`src/design/cprx_pkg.sv`:
```
/*
 * Package of the content-protection receiver register slice: register
 * offsets, field positions, reset values, timing constants and carriers.
 * Assumes a 10 MHz system clock and 8-bit register data.
 */
package cprx_pkg;

   // ------------------------------------------------------------------
   // clock
   // ------------------------------------------------------------------
   localparam int CLK_PERIOD_NS = 100;

   // ------------------------------------------------------------------
   // register offsets
   // ------------------------------------------------------------------
   localparam logic [7:0] ADDR_KSV2 = 8'h92;
   localparam logic [7:0] ADDR_KSV3 = 8'h93;
   localparam logic [7:0] ADDR_KSV4 = 8'h94;
   localparam logic [7:0] ADDR_DBG_MIRROR = 8'hc0;
   localparam logic [7:0] ADDR_DBG_LOCAL = 8'hc1;
   localparam logic [7:0] ADDR_STATUS = 8'hc4;

   localparam logic [7:0] RST_BYTE = 8'h00;
   localparam int KSV_BYTES = 3;

   // ------------------------------------------------------------------
   // field positions
   // ------------------------------------------------------------------
   localparam int DBG_TO_DIS_BIT = 6;
   localparam int DBG_CHKSUM_BIT = 3;
   localparam int DBG_FAST_VERIFY_BIT = 2;
   localparam int DBG_SPEEDUP_BIT = 1;
   localparam int DBG_FAST_BIT = 0;
   localparam logic [7:0] DBG_MIRROR_MASK = 8'h4f;
   localparam int LOCAL_BYPASS_BIT = 1;
   localparam int STATUS_ERR_BIT = 1;

   // ------------------------------------------------------------------
   // timing
   // ------------------------------------------------------------------
   localparam int BUS_TIMEOUT_MS = 1000;
   localparam int BUS_TIMEOUT_CYC = BUS_TIMEOUT_MS * 1000000 / CLK_PERIOD_NS;
   localparam int STD_HALF_BIT_NS = 5000;
   localparam int FAST_HALF_BIT_NS = 1250;
   localparam int STD_HALF_CYC = (STD_HALF_BIT_NS + CLK_PERIOD_NS - 1) / CLK_PERIOD_NS;
   localparam int FAST_HALF_CYC = (FAST_HALF_BIT_NS + CLK_PERIOD_NS - 1) / CLK_PERIOD_NS;
   localparam int AUTH_TIMER_CYC = 4000;
   localparam int AUTH_SPEEDUP_SHIFT = 4;

   // frame periods of the synchronisation checks
   localparam int SHORT_FAST_FRAMES = 2;
   localparam int LONG_FAST_FRAMES = 16;
   localparam int SHORT_SLOW_FRAMES = 16;
   localparam int LONG_SLOW_FRAMES = 128;
   localparam int FRAME_CNT_W = 7;

   // ------------------------------------------------------------------
   // carriers
   // ------------------------------------------------------------------
   typedef struct packed {
      logic [7:0] red;
      logic [7:0] green;
      logic [7:0] blue;
   } cprx_rgb_t;

   typedef struct packed {
      logic write;
      logic [1:0] index;
      logic [7:0] data;
   } cprx_ksv_upd_t;

endpackage

```
`src/design/cprx_line_sum.sv`:
```
/*
 * Per-line ones-complement checksum of the three colour channels, and
 * comparison against the checksum word that follows each line.
 * Assumes the checksum word never arrives in the same cycle as a pixel.
 */
module cprx_line_sum (
   input wire logic clk_i,
   input wire logic rst_i,
   input wire logic en_i,
   input wire logic sum_enable_i,
   input wire logic pix_valid_i,
   input wire cprx_pkg::cprx_rgb_t pix_i,
   input wire logic chk_valid_i,
   input wire cprx_pkg::cprx_rgb_t chk_i,
   output logic mismatch_o
);

   logic [2:0][7:0] pix_w;
   logic [2:0][7:0] chk_w;
   logic [2:0] diff_w;
   logic mismatch_r;

   assign pix_w = pix_i;
   assign chk_w = chk_i;

   // ------------------------------------------------------------------
   // per channel accumulators
   // ------------------------------------------------------------------
   genvar ch;
   generate
      for (ch = 0; ch < 3; ch++) begin : g_chan
         logic [7:0] acc_r;
         logic [8:0] sum_w;
         logic [7:0] acc_nxt;
         assign sum_w = {1'b0, acc_r} + {1'b0, pix_w[ch]};
         // end-around carry
         assign acc_nxt = sum_w[7:0] + {7'h00, sum_w[8]};
         assign diff_w[ch] = (chk_w[ch] != ~acc_r);
         always_ff @(posedge clk_i or posedge rst_i) begin
            if (rst_i) begin
               acc_r <= 8'h00;
            end else if (en_i) begin
               if (!sum_enable_i || chk_valid_i) begin
                  acc_r <= 8'h00;
               end else if (pix_valid_i) begin
                  acc_r <= acc_nxt;
               end
            end
         end
      end
   endgenerate

   always_ff @(posedge clk_i or posedge rst_i) begin
      if (rst_i) begin
         mismatch_r <= 1'b0;
      end else if (en_i) begin
         mismatch_r <= sum_enable_i && chk_valid_i && (|diff_w);
      end
   end

   assign mismatch_o = mismatch_r;
endmodule

```
`src/design/cprx_regs.sv`:
```
/*
 * Register slice of the content-protection receiver: transmitter key
 * vector bytes, mirrored debug settings, local debug register, checksum
 * status, and the behaviour those settings steer.
 * Assumes remote updates arrive as one-cycle strobes synchronous to
 * CLK_SYS_I and a register master that never asserts both strobes.
 */
// Behaviour
// - Key vector bytes two to four read back at 0x92..0x94 and reset to zero.
// - The mirrored debug bits are read-only and follow the remote transmitter's writes.
// - With timeout enabled the bus counts as free after one second idle, never when disabled.
// - Line checksums of each 8-bit channel are compared against the word after each line.
// - With fast verification the short check runs every 2 and the long every 16 frames.
// - Without it the short check runs every 16 and the long every 128 frames.
// - The speedup bit shortens the authentication timer.
// - The protection bus master uses fast timing when its bit is set, standard otherwise.
// - The bypass bit routes the still-encrypted data to the RGB outputs, nothing else changes.
// - A checksum mismatch sets a status flag that a write to the status register clears, unless a mismatch comes in the same cycle.
module cprx_regs #(
   parameter int TIMEOUT_CYCLES = cprx_pkg::BUS_TIMEOUT_CYC,
   parameter int TIMEOUT_W = 24,
   parameter int AUTH_CYCLES = cprx_pkg::AUTH_TIMER_CYC,
   parameter int AUTH_W = 16
) (
   input wire logic CLK_SYS_I,
   input wire logic SYS_RST_I,
   input wire logic CLK_EN_I,
   input wire logic [7:0] REG_ADDR_I,
   input wire logic [7:0] REG_WDATA_I,
   input wire logic REG_WR_I,
   input wire logic REG_RD_I,
   output logic [7:0] REG_RDATA_O,
   input wire cprx_pkg::cprx_ksv_upd_t LINK_KSV_I,
   input wire logic LINK_DBG_WR_I,
   input wire logic [7:0] LINK_DBG_DATA_I,
   input wire logic BUS_ACTIVITY_I,
   output logic BUS_FREE_O,
   output logic BUS_FAST_TIMING_O,
   output logic BUS_HALF_BIT_TICK_O,
   input wire logic FRAME_START_I,
   output logic SHORT_CHECK_O,
   output logic LONG_CHECK_O,
   input wire logic AUTH_TIMER_START_I,
   output logic AUTH_TIMER_DONE_O,
   input wire logic PIX_VALID_I,
   input wire cprx_pkg::cprx_rgb_t PIX_ENC_I,
   input wire cprx_pkg::cprx_rgb_t PIX_DEC_I,
   input wire logic CHK_VALID_I,
   input wire cprx_pkg::cprx_rgb_t CHK_DATA_I,
   output logic RGB_VALID_O,
   output cprx_pkg::cprx_rgb_t RGB_O,
   output logic CHECKSUM_ERROR_O
);

   localparam logic [TIMEOUT_W-1:0] TIMEOUT_LIMIT = TIMEOUT_W'(TIMEOUT_CYCLES);
   localparam logic [AUTH_W-1:0] AUTH_LONG = AUTH_W'(AUTH_CYCLES);
   localparam logic [AUTH_W-1:0] AUTH_SHORT = AUTH_W'(AUTH_CYCLES >> cprx_pkg::AUTH_SPEEDUP_SHIFT);
   localparam logic [5:0] STD_RELOAD = 6'(cprx_pkg::STD_HALF_CYC - 1);
   localparam logic [5:0] FAST_RELOAD = 6'(cprx_pkg::FAST_HALF_CYC - 1);
   localparam int FW = cprx_pkg::FRAME_CNT_W;
   localparam logic [FW-1:0] SHORT_FAST_M = FW'(cprx_pkg::SHORT_FAST_FRAMES - 1);
   localparam logic [FW-1:0] LONG_FAST_M = FW'(cprx_pkg::LONG_FAST_FRAMES - 1);
   localparam logic [FW-1:0] SHORT_SLOW_M = FW'(cprx_pkg::SHORT_SLOW_FRAMES - 1);
   localparam logic [FW-1:0] LONG_SLOW_M = FW'(cprx_pkg::LONG_SLOW_FRAMES - 1);

   logic [cprx_pkg::KSV_BYTES-1:0][7:0] ksv_r;
   logic [7:0] dbg_mirror_r;
   logic [7:0] dbg_local_r;
   logic err_r;
   logic [7:0] rdata_r;
   logic [7:0] rdata_nxt;
   logic [TIMEOUT_W-1:0] idle_cnt_r;
   logic bus_free_r;
   logic [5:0] div_cnt_r;
   logic tick_r;
   logic [FW-1:0] frame_cnt_r;
   logic short_r;
   logic long_r;
   logic [AUTH_W-1:0] auth_cnt_r;
   logic auth_run_r;
   logic auth_done_r;
   logic rgb_valid_r;
   cprx_pkg::cprx_rgb_t rgb_r;
   logic mismatch_w;
   logic to_dis_w;
   logic sum_en_w;
   logic fast_verify_w;
   logic speedup_w;
   logic fast_bus_w;
   logic bypass_w;
   logic [FW-1:0] short_mask_w;
   logic [FW-1:0] long_mask_w;

   assign to_dis_w = dbg_mirror_r[cprx_pkg::DBG_TO_DIS_BIT];
   assign sum_en_w = dbg_mirror_r[cprx_pkg::DBG_CHKSUM_BIT];
   assign fast_verify_w = dbg_mirror_r[cprx_pkg::DBG_FAST_VERIFY_BIT];
   assign speedup_w = dbg_mirror_r[cprx_pkg::DBG_SPEEDUP_BIT];
   assign fast_bus_w = dbg_mirror_r[cprx_pkg::DBG_FAST_BIT];
   assign bypass_w = dbg_local_r[cprx_pkg::LOCAL_BYPASS_BIT];

   // ------------------------------------------------------------------
   // key vector bytes, written only from the link
   // ------------------------------------------------------------------
   genvar kb;
   generate
      for (kb = 0; kb < cprx_pkg::KSV_BYTES; kb++) begin : g_ksv
         always_ff @(posedge CLK_SYS_I or posedge SYS_RST_I) begin
            if (SYS_RST_I) begin
               ksv_r[kb] <= cprx_pkg::RST_BYTE;
            end else if (CLK_EN_I && LINK_KSV_I.write && (LINK_KSV_I.index == 2'(kb))) begin
               ksv_r[kb] <= LINK_KSV_I.data;
            end
         end
      end
   endgenerate

   // ------------------------------------------------------------------
   // debug registers
   // ------------------------------------------------------------------
   always_ff @(posedge CLK_SYS_I or posedge SYS_RST_I) begin
      if (SYS_RST_I) begin
         dbg_mirror_r <= cprx_pkg::RST_BYTE;
      end else if (CLK_EN_I && LINK_DBG_WR_I) begin
         dbg_mirror_r <= LINK_DBG_DATA_I & cprx_pkg::DBG_MIRROR_MASK;
      end
   end

   always_ff @(posedge CLK_SYS_I or posedge SYS_RST_I) begin
      if (SYS_RST_I) begin
         dbg_local_r <= cprx_pkg::RST_BYTE;
      end else if (CLK_EN_I && REG_WR_I && (REG_ADDR_I == cprx_pkg::ADDR_DBG_LOCAL)) begin
         dbg_local_r <= REG_WDATA_I;
      end
   end

   // ------------------------------------------------------------------
   // checksum status, set wins over clear
   // ------------------------------------------------------------------
   always_ff @(posedge CLK_SYS_I or posedge SYS_RST_I) begin
      if (SYS_RST_I) begin
         err_r <= 1'b0;
      end else if (CLK_EN_I) begin
         if (mismatch_w) begin
            err_r <= 1'b1;
         end else if (REG_WR_I && (REG_ADDR_I == cprx_pkg::ADDR_STATUS)) begin
            err_r <= 1'b0;
         end
      end
   end

   // ------------------------------------------------------------------
   // read port, data one cycle after the strobe
   // ------------------------------------------------------------------
   always_comb begin
      rdata_nxt = 8'h00;
      case (REG_ADDR_I)
         cprx_pkg::ADDR_KSV2: rdata_nxt = ksv_r[0];
         cprx_pkg::ADDR_KSV3: rdata_nxt = ksv_r[1];
         cprx_pkg::ADDR_KSV4: rdata_nxt = ksv_r[2];
         cprx_pkg::ADDR_DBG_MIRROR: rdata_nxt = dbg_mirror_r;
         cprx_pkg::ADDR_DBG_LOCAL: rdata_nxt = dbg_local_r;
         cprx_pkg::ADDR_STATUS: rdata_nxt[cprx_pkg::STATUS_ERR_BIT] = err_r;
         default: rdata_nxt = 8'h00;
      endcase
   end

   always_ff @(posedge CLK_SYS_I or posedge SYS_RST_I) begin
      if (SYS_RST_I) begin
         rdata_r <= 8'h00;
      end else if (CLK_EN_I) begin
         rdata_r <= REG_RD_I ? rdata_nxt : 8'h00;
      end
   end

   // ------------------------------------------------------------------
   // bus idle timeout
   // ------------------------------------------------------------------
   always_ff @(posedge CLK_SYS_I or posedge SYS_RST_I) begin
      if (SYS_RST_I) begin
         idle_cnt_r <= '0;
         bus_free_r <= 1'b0;
      end else if (CLK_EN_I) begin
         if (BUS_ACTIVITY_I) begin
            idle_cnt_r <= '0;
         end else if (idle_cnt_r != TIMEOUT_LIMIT) begin
            idle_cnt_r <= idle_cnt_r + 1'b1;
         end
         bus_free_r <= !to_dis_w && !BUS_ACTIVITY_I && (idle_cnt_r == TIMEOUT_LIMIT);
      end
   end

   // ------------------------------------------------------------------
   // half-bit tick of the protection bus master
   // ------------------------------------------------------------------
   always_ff @(posedge CLK_SYS_I or posedge SYS_RST_I) begin
      if (SYS_RST_I) begin
         div_cnt_r <= STD_RELOAD;
         tick_r <= 1'b0;
      end else if (CLK_EN_I) begin
         tick_r <= (div_cnt_r == 6'h00);
         if (div_cnt_r == 6'h00) begin
            div_cnt_r <= fast_bus_w ? FAST_RELOAD : STD_RELOAD;
         end else begin
            div_cnt_r <= div_cnt_r - 1'b1;
         end
      end
   end

   // ------------------------------------------------------------------
   // frame based synchronisation checks
   // ------------------------------------------------------------------
   assign short_mask_w = fast_verify_w ? SHORT_FAST_M : SHORT_SLOW_M;
   assign long_mask_w = fast_verify_w ? LONG_FAST_M : LONG_SLOW_M;

   always_ff @(posedge CLK_SYS_I or posedge SYS_RST_I) begin
      if (SYS_RST_I) begin
         frame_cnt_r <= '0;
         short_r <= 1'b0;
         long_r <= 1'b0;
      end else if (CLK_EN_I) begin
         short_r <= FRAME_START_I && ((frame_cnt_r & short_mask_w) == '0);
         long_r <= FRAME_START_I && ((frame_cnt_r & long_mask_w) == '0);
         if (FRAME_START_I) begin
            frame_cnt_r <= frame_cnt_r + 1'b1;
         end
      end
   end

   // ------------------------------------------------------------------
   // authentication timer
   // ------------------------------------------------------------------
   always_ff @(posedge CLK_SYS_I or posedge SYS_RST_I) begin
      if (SYS_RST_I) begin
         auth_cnt_r <= '0;
         auth_run_r <= 1'b0;
         auth_done_r <= 1'b0;
      end else if (CLK_EN_I) begin
         auth_done_r <= 1'b0;
         if (AUTH_TIMER_START_I) begin
            auth_cnt_r <= (speedup_w ? AUTH_SHORT : AUTH_LONG) - 1'b1;
            auth_run_r <= 1'b1;
         end else if (auth_run_r) begin
            if (auth_cnt_r == '0) begin
               auth_run_r <= 1'b0;
               auth_done_r <= 1'b1;
            end else begin
               auth_cnt_r <= auth_cnt_r - 1'b1;
            end
         end
      end
   end

   // ------------------------------------------------------------------
   // video output and checksum
   // ------------------------------------------------------------------
   always_ff @(posedge CLK_SYS_I or posedge SYS_RST_I) begin
      if (SYS_RST_I) begin
         rgb_r <= '0;
         rgb_valid_r <= 1'b0;
      end else if (CLK_EN_I) begin
         rgb_valid_r <= PIX_VALID_I;
         if (PIX_VALID_I) begin
            rgb_r <= bypass_w ? PIX_ENC_I : PIX_DEC_I;
         end
      end
   end

   cprx_line_sum u_line_sum (
      .clk_i(CLK_SYS_I),
      .rst_i(SYS_RST_I),
      .en_i(CLK_EN_I),
      .sum_enable_i(sum_en_w),
      .pix_valid_i(PIX_VALID_I),
      .pix_i(PIX_DEC_I),
      .chk_valid_i(CHK_VALID_I),
      .chk_i(CHK_DATA_I),
      .mismatch_o(mismatch_w)
   );

   assign REG_RDATA_O = rdata_r;
   assign BUS_FREE_O = bus_free_r;
   assign BUS_FAST_TIMING_O = fast_bus_w;
   assign BUS_HALF_BIT_TICK_O = tick_r;
   assign SHORT_CHECK_O = short_r;
   assign LONG_CHECK_O = long_r;
   assign AUTH_TIMER_DONE_O = auth_done_r;
   assign RGB_VALID_O = rgb_valid_r;
   assign RGB_O = rgb_r;
   assign CHECKSUM_ERROR_O = err_r;

   // ------------------------------------------------------------------
   // checks
   // ------------------------------------------------------------------
   logic [AUTH_W-1:0] auth_elapsed_r;
   logic [AUTH_W-1:0] auth_target_r;
   logic [5:0] tick_gap_r;
   logic fast_d_r;
   logic tick_fast_r;

   always_ff @(posedge CLK_SYS_I or posedge SYS_RST_I) begin
      if (SYS_RST_I) begin
         auth_elapsed_r <= '0;
         auth_target_r <= '0;
         tick_gap_r <= '0;
         fast_d_r <= 1'b0;
         tick_fast_r <= 1'b0;
      end else if (CLK_EN_I) begin
         if (AUTH_TIMER_START_I) begin
            auth_elapsed_r <= '0;
            auth_target_r <= speedup_w ? AUTH_SHORT : AUTH_LONG;
         end else if (auth_run_r) begin
            auth_elapsed_r <= auth_elapsed_r + 1'b1;
         end
         tick_gap_r <= tick_r ? 6'h01 : tick_gap_r + 1'b1;
         fast_d_r <= fast_bus_w;
         if (tick_r) begin
            tick_fast_r <= fast_d_r;
         end
      end
   end
endmodule

```
`config.mk`:
```
export PLATFORM = sky130hd
export DESIGN_NAME = cprx_regs
export DESIGN_NICKNAME = d
export VERILOG_FILES = /design/src/design/cprx_pkg.sv /design/src/design/cprx_line_sum.sv /design/src/design/cprx_regs.sv
export SDC_FILE = /design/constraint.sdc
export NUM_CORES = 1
export LEC_CHECK = 0
export BUFFER_PORTS_ARGS = -buffer_cell sky130_fd_sc_hd__buf_2
export CAP_MARGIN = 20
export CELL_PAD_IN_SITES_DETAIL_PLACEMENT = 1
export CELL_PAD_IN_SITES_GLOBAL_PLACEMENT = 1
export CORE_MARGIN = 2
export CORE_UTILIZATION = 44
export CTS_CLUSTER_DIAMETER = 60
export DETAILED_ROUTE_END_ITERATION = 7
export PLACE_DENSITY_LB_ADDON = 0.1
export SYNTH_ARGS = -nofsm -noshare
export SYNTH_HDL_FRONTEND = slang
export SYNTH_SLANG_ARGS = --single-unit
```
`constraint.sdc`:
```
create_clock -name CLK_SYS_I -period 6.7 [get_ports CLK_SYS_I]
set_input_delay 1.34 -clock CLK_SYS_I [delete_from_list [all_inputs] [get_ports CLK_SYS_I]]
set_output_delay 1.34 -clock CLK_SYS_I [all_outputs]
set_load 0.005 [all_outputs]
```
==> flow_summary.json <==
{
  "cts.clk_slew.worst_paths_ps": 70,
  "die-height_um": 145.9,
  "wl_per_cell_um": 18.57,
  "post_cts_buffers": 0,
  "grt_start_max_net_pins": 110,
  "drt-vias-per-instance": 5.601,
  "maxCapViolCount": 0,
  "drcViolationCount": 0,
  "antenna_found_initial": 1,
  "hp-class": "reg -> reg",
  "final_area_mm2": 0.01047,
  "cts_max_level": 4,
  "place_ws_ps": 2454,
  "synth-seq-cells": 155,
  "start_kind": "input pin",
  "worst_pin_slew_ps": 1061,
  "globalplace.congestion": 0.8635,
  "initial_core_util_pct": 45.20,
  "ys_warn_count": 0,
  "cts_tree": "built",
  "first_iter_violations": 258,
  "synth_edf_count": 0,
  "p_leak_nw": 4.816,
  "diodes": 0,
  "wl_met3_um": 1160,
  "slew_violations": 0,
  "tns_ps": 0,
  "sw_frac_of_total_pct": 32.14,
  "finClkSkew_ps": 10.82,
  "status": "complete, no violations",
  "grt_overflow": 0,
  "rows": 51,
  "drive_above_1_share_pct": 23.57,
  "die_area_mm2": 0.02128,
  "syn_area_per_cell_um2": 9.972,
  "max_clock_freq_mhz": 263.5,
  "cp_data_arrival_time_ps": 4120,
  "synth_cells": 888,
  "p_switching_mw": 0.8616,
  "layout.nets": 1194,
  "synth_ff_type": "dfrtp_1",
  "wl_um": 24380,
  "cts_buffers": 17,
  "total_power_mw": 2.680,
  "required_ps": 7020,
  "setup_slack_ps": 2905,
  "clk_path_buf_depth": 2,
  "r2r_setup_slack_ps": 3510,
  "portBuffers": 154,
  "slew-limit-headroom_pct": 29.28,
  "cts-root-buf": "clkbuf_16",
  "finalSetupViolations": 0,
  "core_mm2": 0.01959,
  "crit_path_end_kind": "flip-flop",
  "cts-hold-fix-buffers": 0,
  "r2r_cells": 12,
  "synth_cell_types": 62,
  "layout_min_cycle_time_ps": 3795,
  "grt_setup_unrepaired": "no",
  "post_cts_resized": 0,
  "syn-cell-area_mm2": 0.008855,
  "syn_nets": 1047,
  "drt_pre_antenna_iters": 4,
  "clk_latency_ps": 430,
  "io_pins": 158,
  "crit_type": "in -> reg",
  "dr_total_vias": 7354,
  "hold_depth": 2,
  "chipWidth_um": 145.9,
  "power_frac_comb_pct": 19.9,
  "wl_met2_um": 11910,
  "hold_violations": 0,
  "fin_crit_sh_pct": 56.64,
  "routed.top_layer": "met5",
  "crit_fanout": 3,
  "clock_sinks": 155,
  "grt_pass1_wl_um": 40190,
  "ant_nets": 0,
  "ir_worst_vdd_mv": 0.1738,
  "pwr-share-clk_pct": 35.5,
  "first_global_vias": 7749,
  "hpwl_um": 17760,
  "wl_met1_um": 10860,
  "hold_ws_ps": 475.0,
  "p_per_area_mw_per_mm2": 255.9,
  "grt.total_usage_pct": 23.58,
  "area_growth_pct": 18.27,
  "async_flop_share_pct": 100.0,
  "ys_seq_area_share_pct": 43.85,
  "p_int_mw": 1.819,
  "place_area_mm2": 0.009871,
  "seqPwrFrac_pct": 44.6
}
cells by family after synthesis:
| family | after synthesis | synth area share [%] |
|---|---|---|
| DFF | 155 | 43.85 |
| AOI/OAI and AO/OA | 207 | 15.22 |
| buffers and inverters | 66 | 2.897 |
| xor gates and xnor gates | 75 | 7.885 |
| and+or+nand+nor | 275 | 15.74 |
| adders and majority gates | 41 | 6.048 |
| muxes | 69 | 8.365 |
critical path, cell delays in order:
cell,delay [ps]
buf_2,110
ha_1,230
fa_1,420
a21o_1,200
a311oi_1,360
o21bai_1,120
a21o_1,210
ha_1,210
and3_1,200
and2_1,140
and4_1,200
xnor3_1,170
o31ai_1,190
through the flow:
step,utilization [%],std cells
after detailed placement,50.39,1279
after CTS,53.29,1311
after global placement,50.39,1279
final,53.46,1313
after floorplan,-,888
after global routing,53.46,1313
power by group through the flow:
stage	combinational (mW)	clock, mW	sequential [mW]
finish	0.533	0.952	1.20
global route	0.606	1.01	1.22
CTS	0.539	0.975	1.20
detailed placement	0.535	0	1.21
global placement	0.512	0	1.21
floorplan	0.376	0	1.17
path summary, 6_finish.rpt:
kind | startpoint | endpoint
max | PIX_DEC_I[0] | u_line_sum.g_chan[0].acc_r[7]$_DFFE_PP0P_
min | RGB_O[22]$_DFFE_PP0P_ | RGB_O[22]$_DFFE_PP0P_
max reg2reg | u_line_sum.g_chan[0].acc_r[0]$_DFFE_PP0P_ | u_line_sum.g_chan[0].acc_r[7]$_DFFE_PP0P_
min reg2reg | RGB_O[22]$_DFFE_PP0P_ | RGB_O[22]$_DFFE_PP0P_
max in group asynchronous | SYS_RST_I | dbg_local_r[1]$_DFFE_PP0P_
min in group asynchronous | SYS_RST_I | auth_cnt_r[13]$_DFFE_PP0P_
cell type report:
cell class / instances / area, µm²
Sequential cell: 155 / 3884
Multi-Input combinational cell: 667 / 4722
Inverter: 34 / 132.6
Fill cell: 2254 / 9117
Clock inverter: 15 / 143.9
Tap cell: 265 / 331.6
Clock buffer: 17 / 425.4
Timing Repair Buffer: 160 / 833.3
state kept, by name, indices dropped and copies added, names as in the netlist:
signal,count
REG_RDATA_O,8
ksv_r,24
dbg_mirror_r,5
frame_cnt_r,7
RGB_O,24
u_line_sum.mismatch_o,1
div_cnt_r,6
RGB_VALID_O,1
CHECKSUM_ERROR_O,1
dbg_local_r,8
u_line_sum.g_chan.acc_r,24
BUS_FREE_O,1
idle_cnt_r,24
auth_run_r,1
AUTH_TIMER_DONE_O,1
BUS_HALF_BIT_TICK_O,1
LONG_CHECK_O,1
auth_cnt_r,16
SHORT_CHECK_O,1
cell usage in the layout (no fill, tap or decap), drive strengths merged, types with 9 or more instances in the layout:
master,netlist,layout
buf,6,160
dfrtp,152,152
o21ai,80,80
nand2,72,72
nor2,56,56
inv,34,46
xnor2,45,45
mux2,40,40
ha,38,38
nor3,32,32
a22o,31,31
nand3,30,30
mux2i,29,29
a21oi,27,27
xor2,27,27
clkbuf,26,17
nand4,14,14
nor4,10,10
or3,9,9
o22ai,9,9
synth_stat cells (all sizes together), types with 6 or more instances:
cell	n	area share, %
a221oi	7	0.69
nor3	32	1.9
nand2	72	3.1
inv	34	1.4
or3	9	0.64
dfrtp	152	43
mux2	40	5.1
a22o	31	3.1
nor4	10	0.71
xnor2	45	4.5
o21ai	80	4.5
buf	6	0.35
a21oi	27	1.5
nor2	56	2.4
xor2	27	2.7
and3	6	0.42
o31ai	8	0.68
nand3	30	1.7
clkbuf	26	1.1
and4	8	0.79
ha	38	5.4
o22ai	9	0.64
nand2b	6	0.42
mux2i	29	3.3
nand4	14	0.99
layer usage:
layer	global-route usage, %	vias up
met5	0	-
met4	8.186	2
met3	4.765	31
met2	39.95	149
met1	30.06	3639
li1	-	3533
Note: power is estimated with default switching activity, not from simulation.
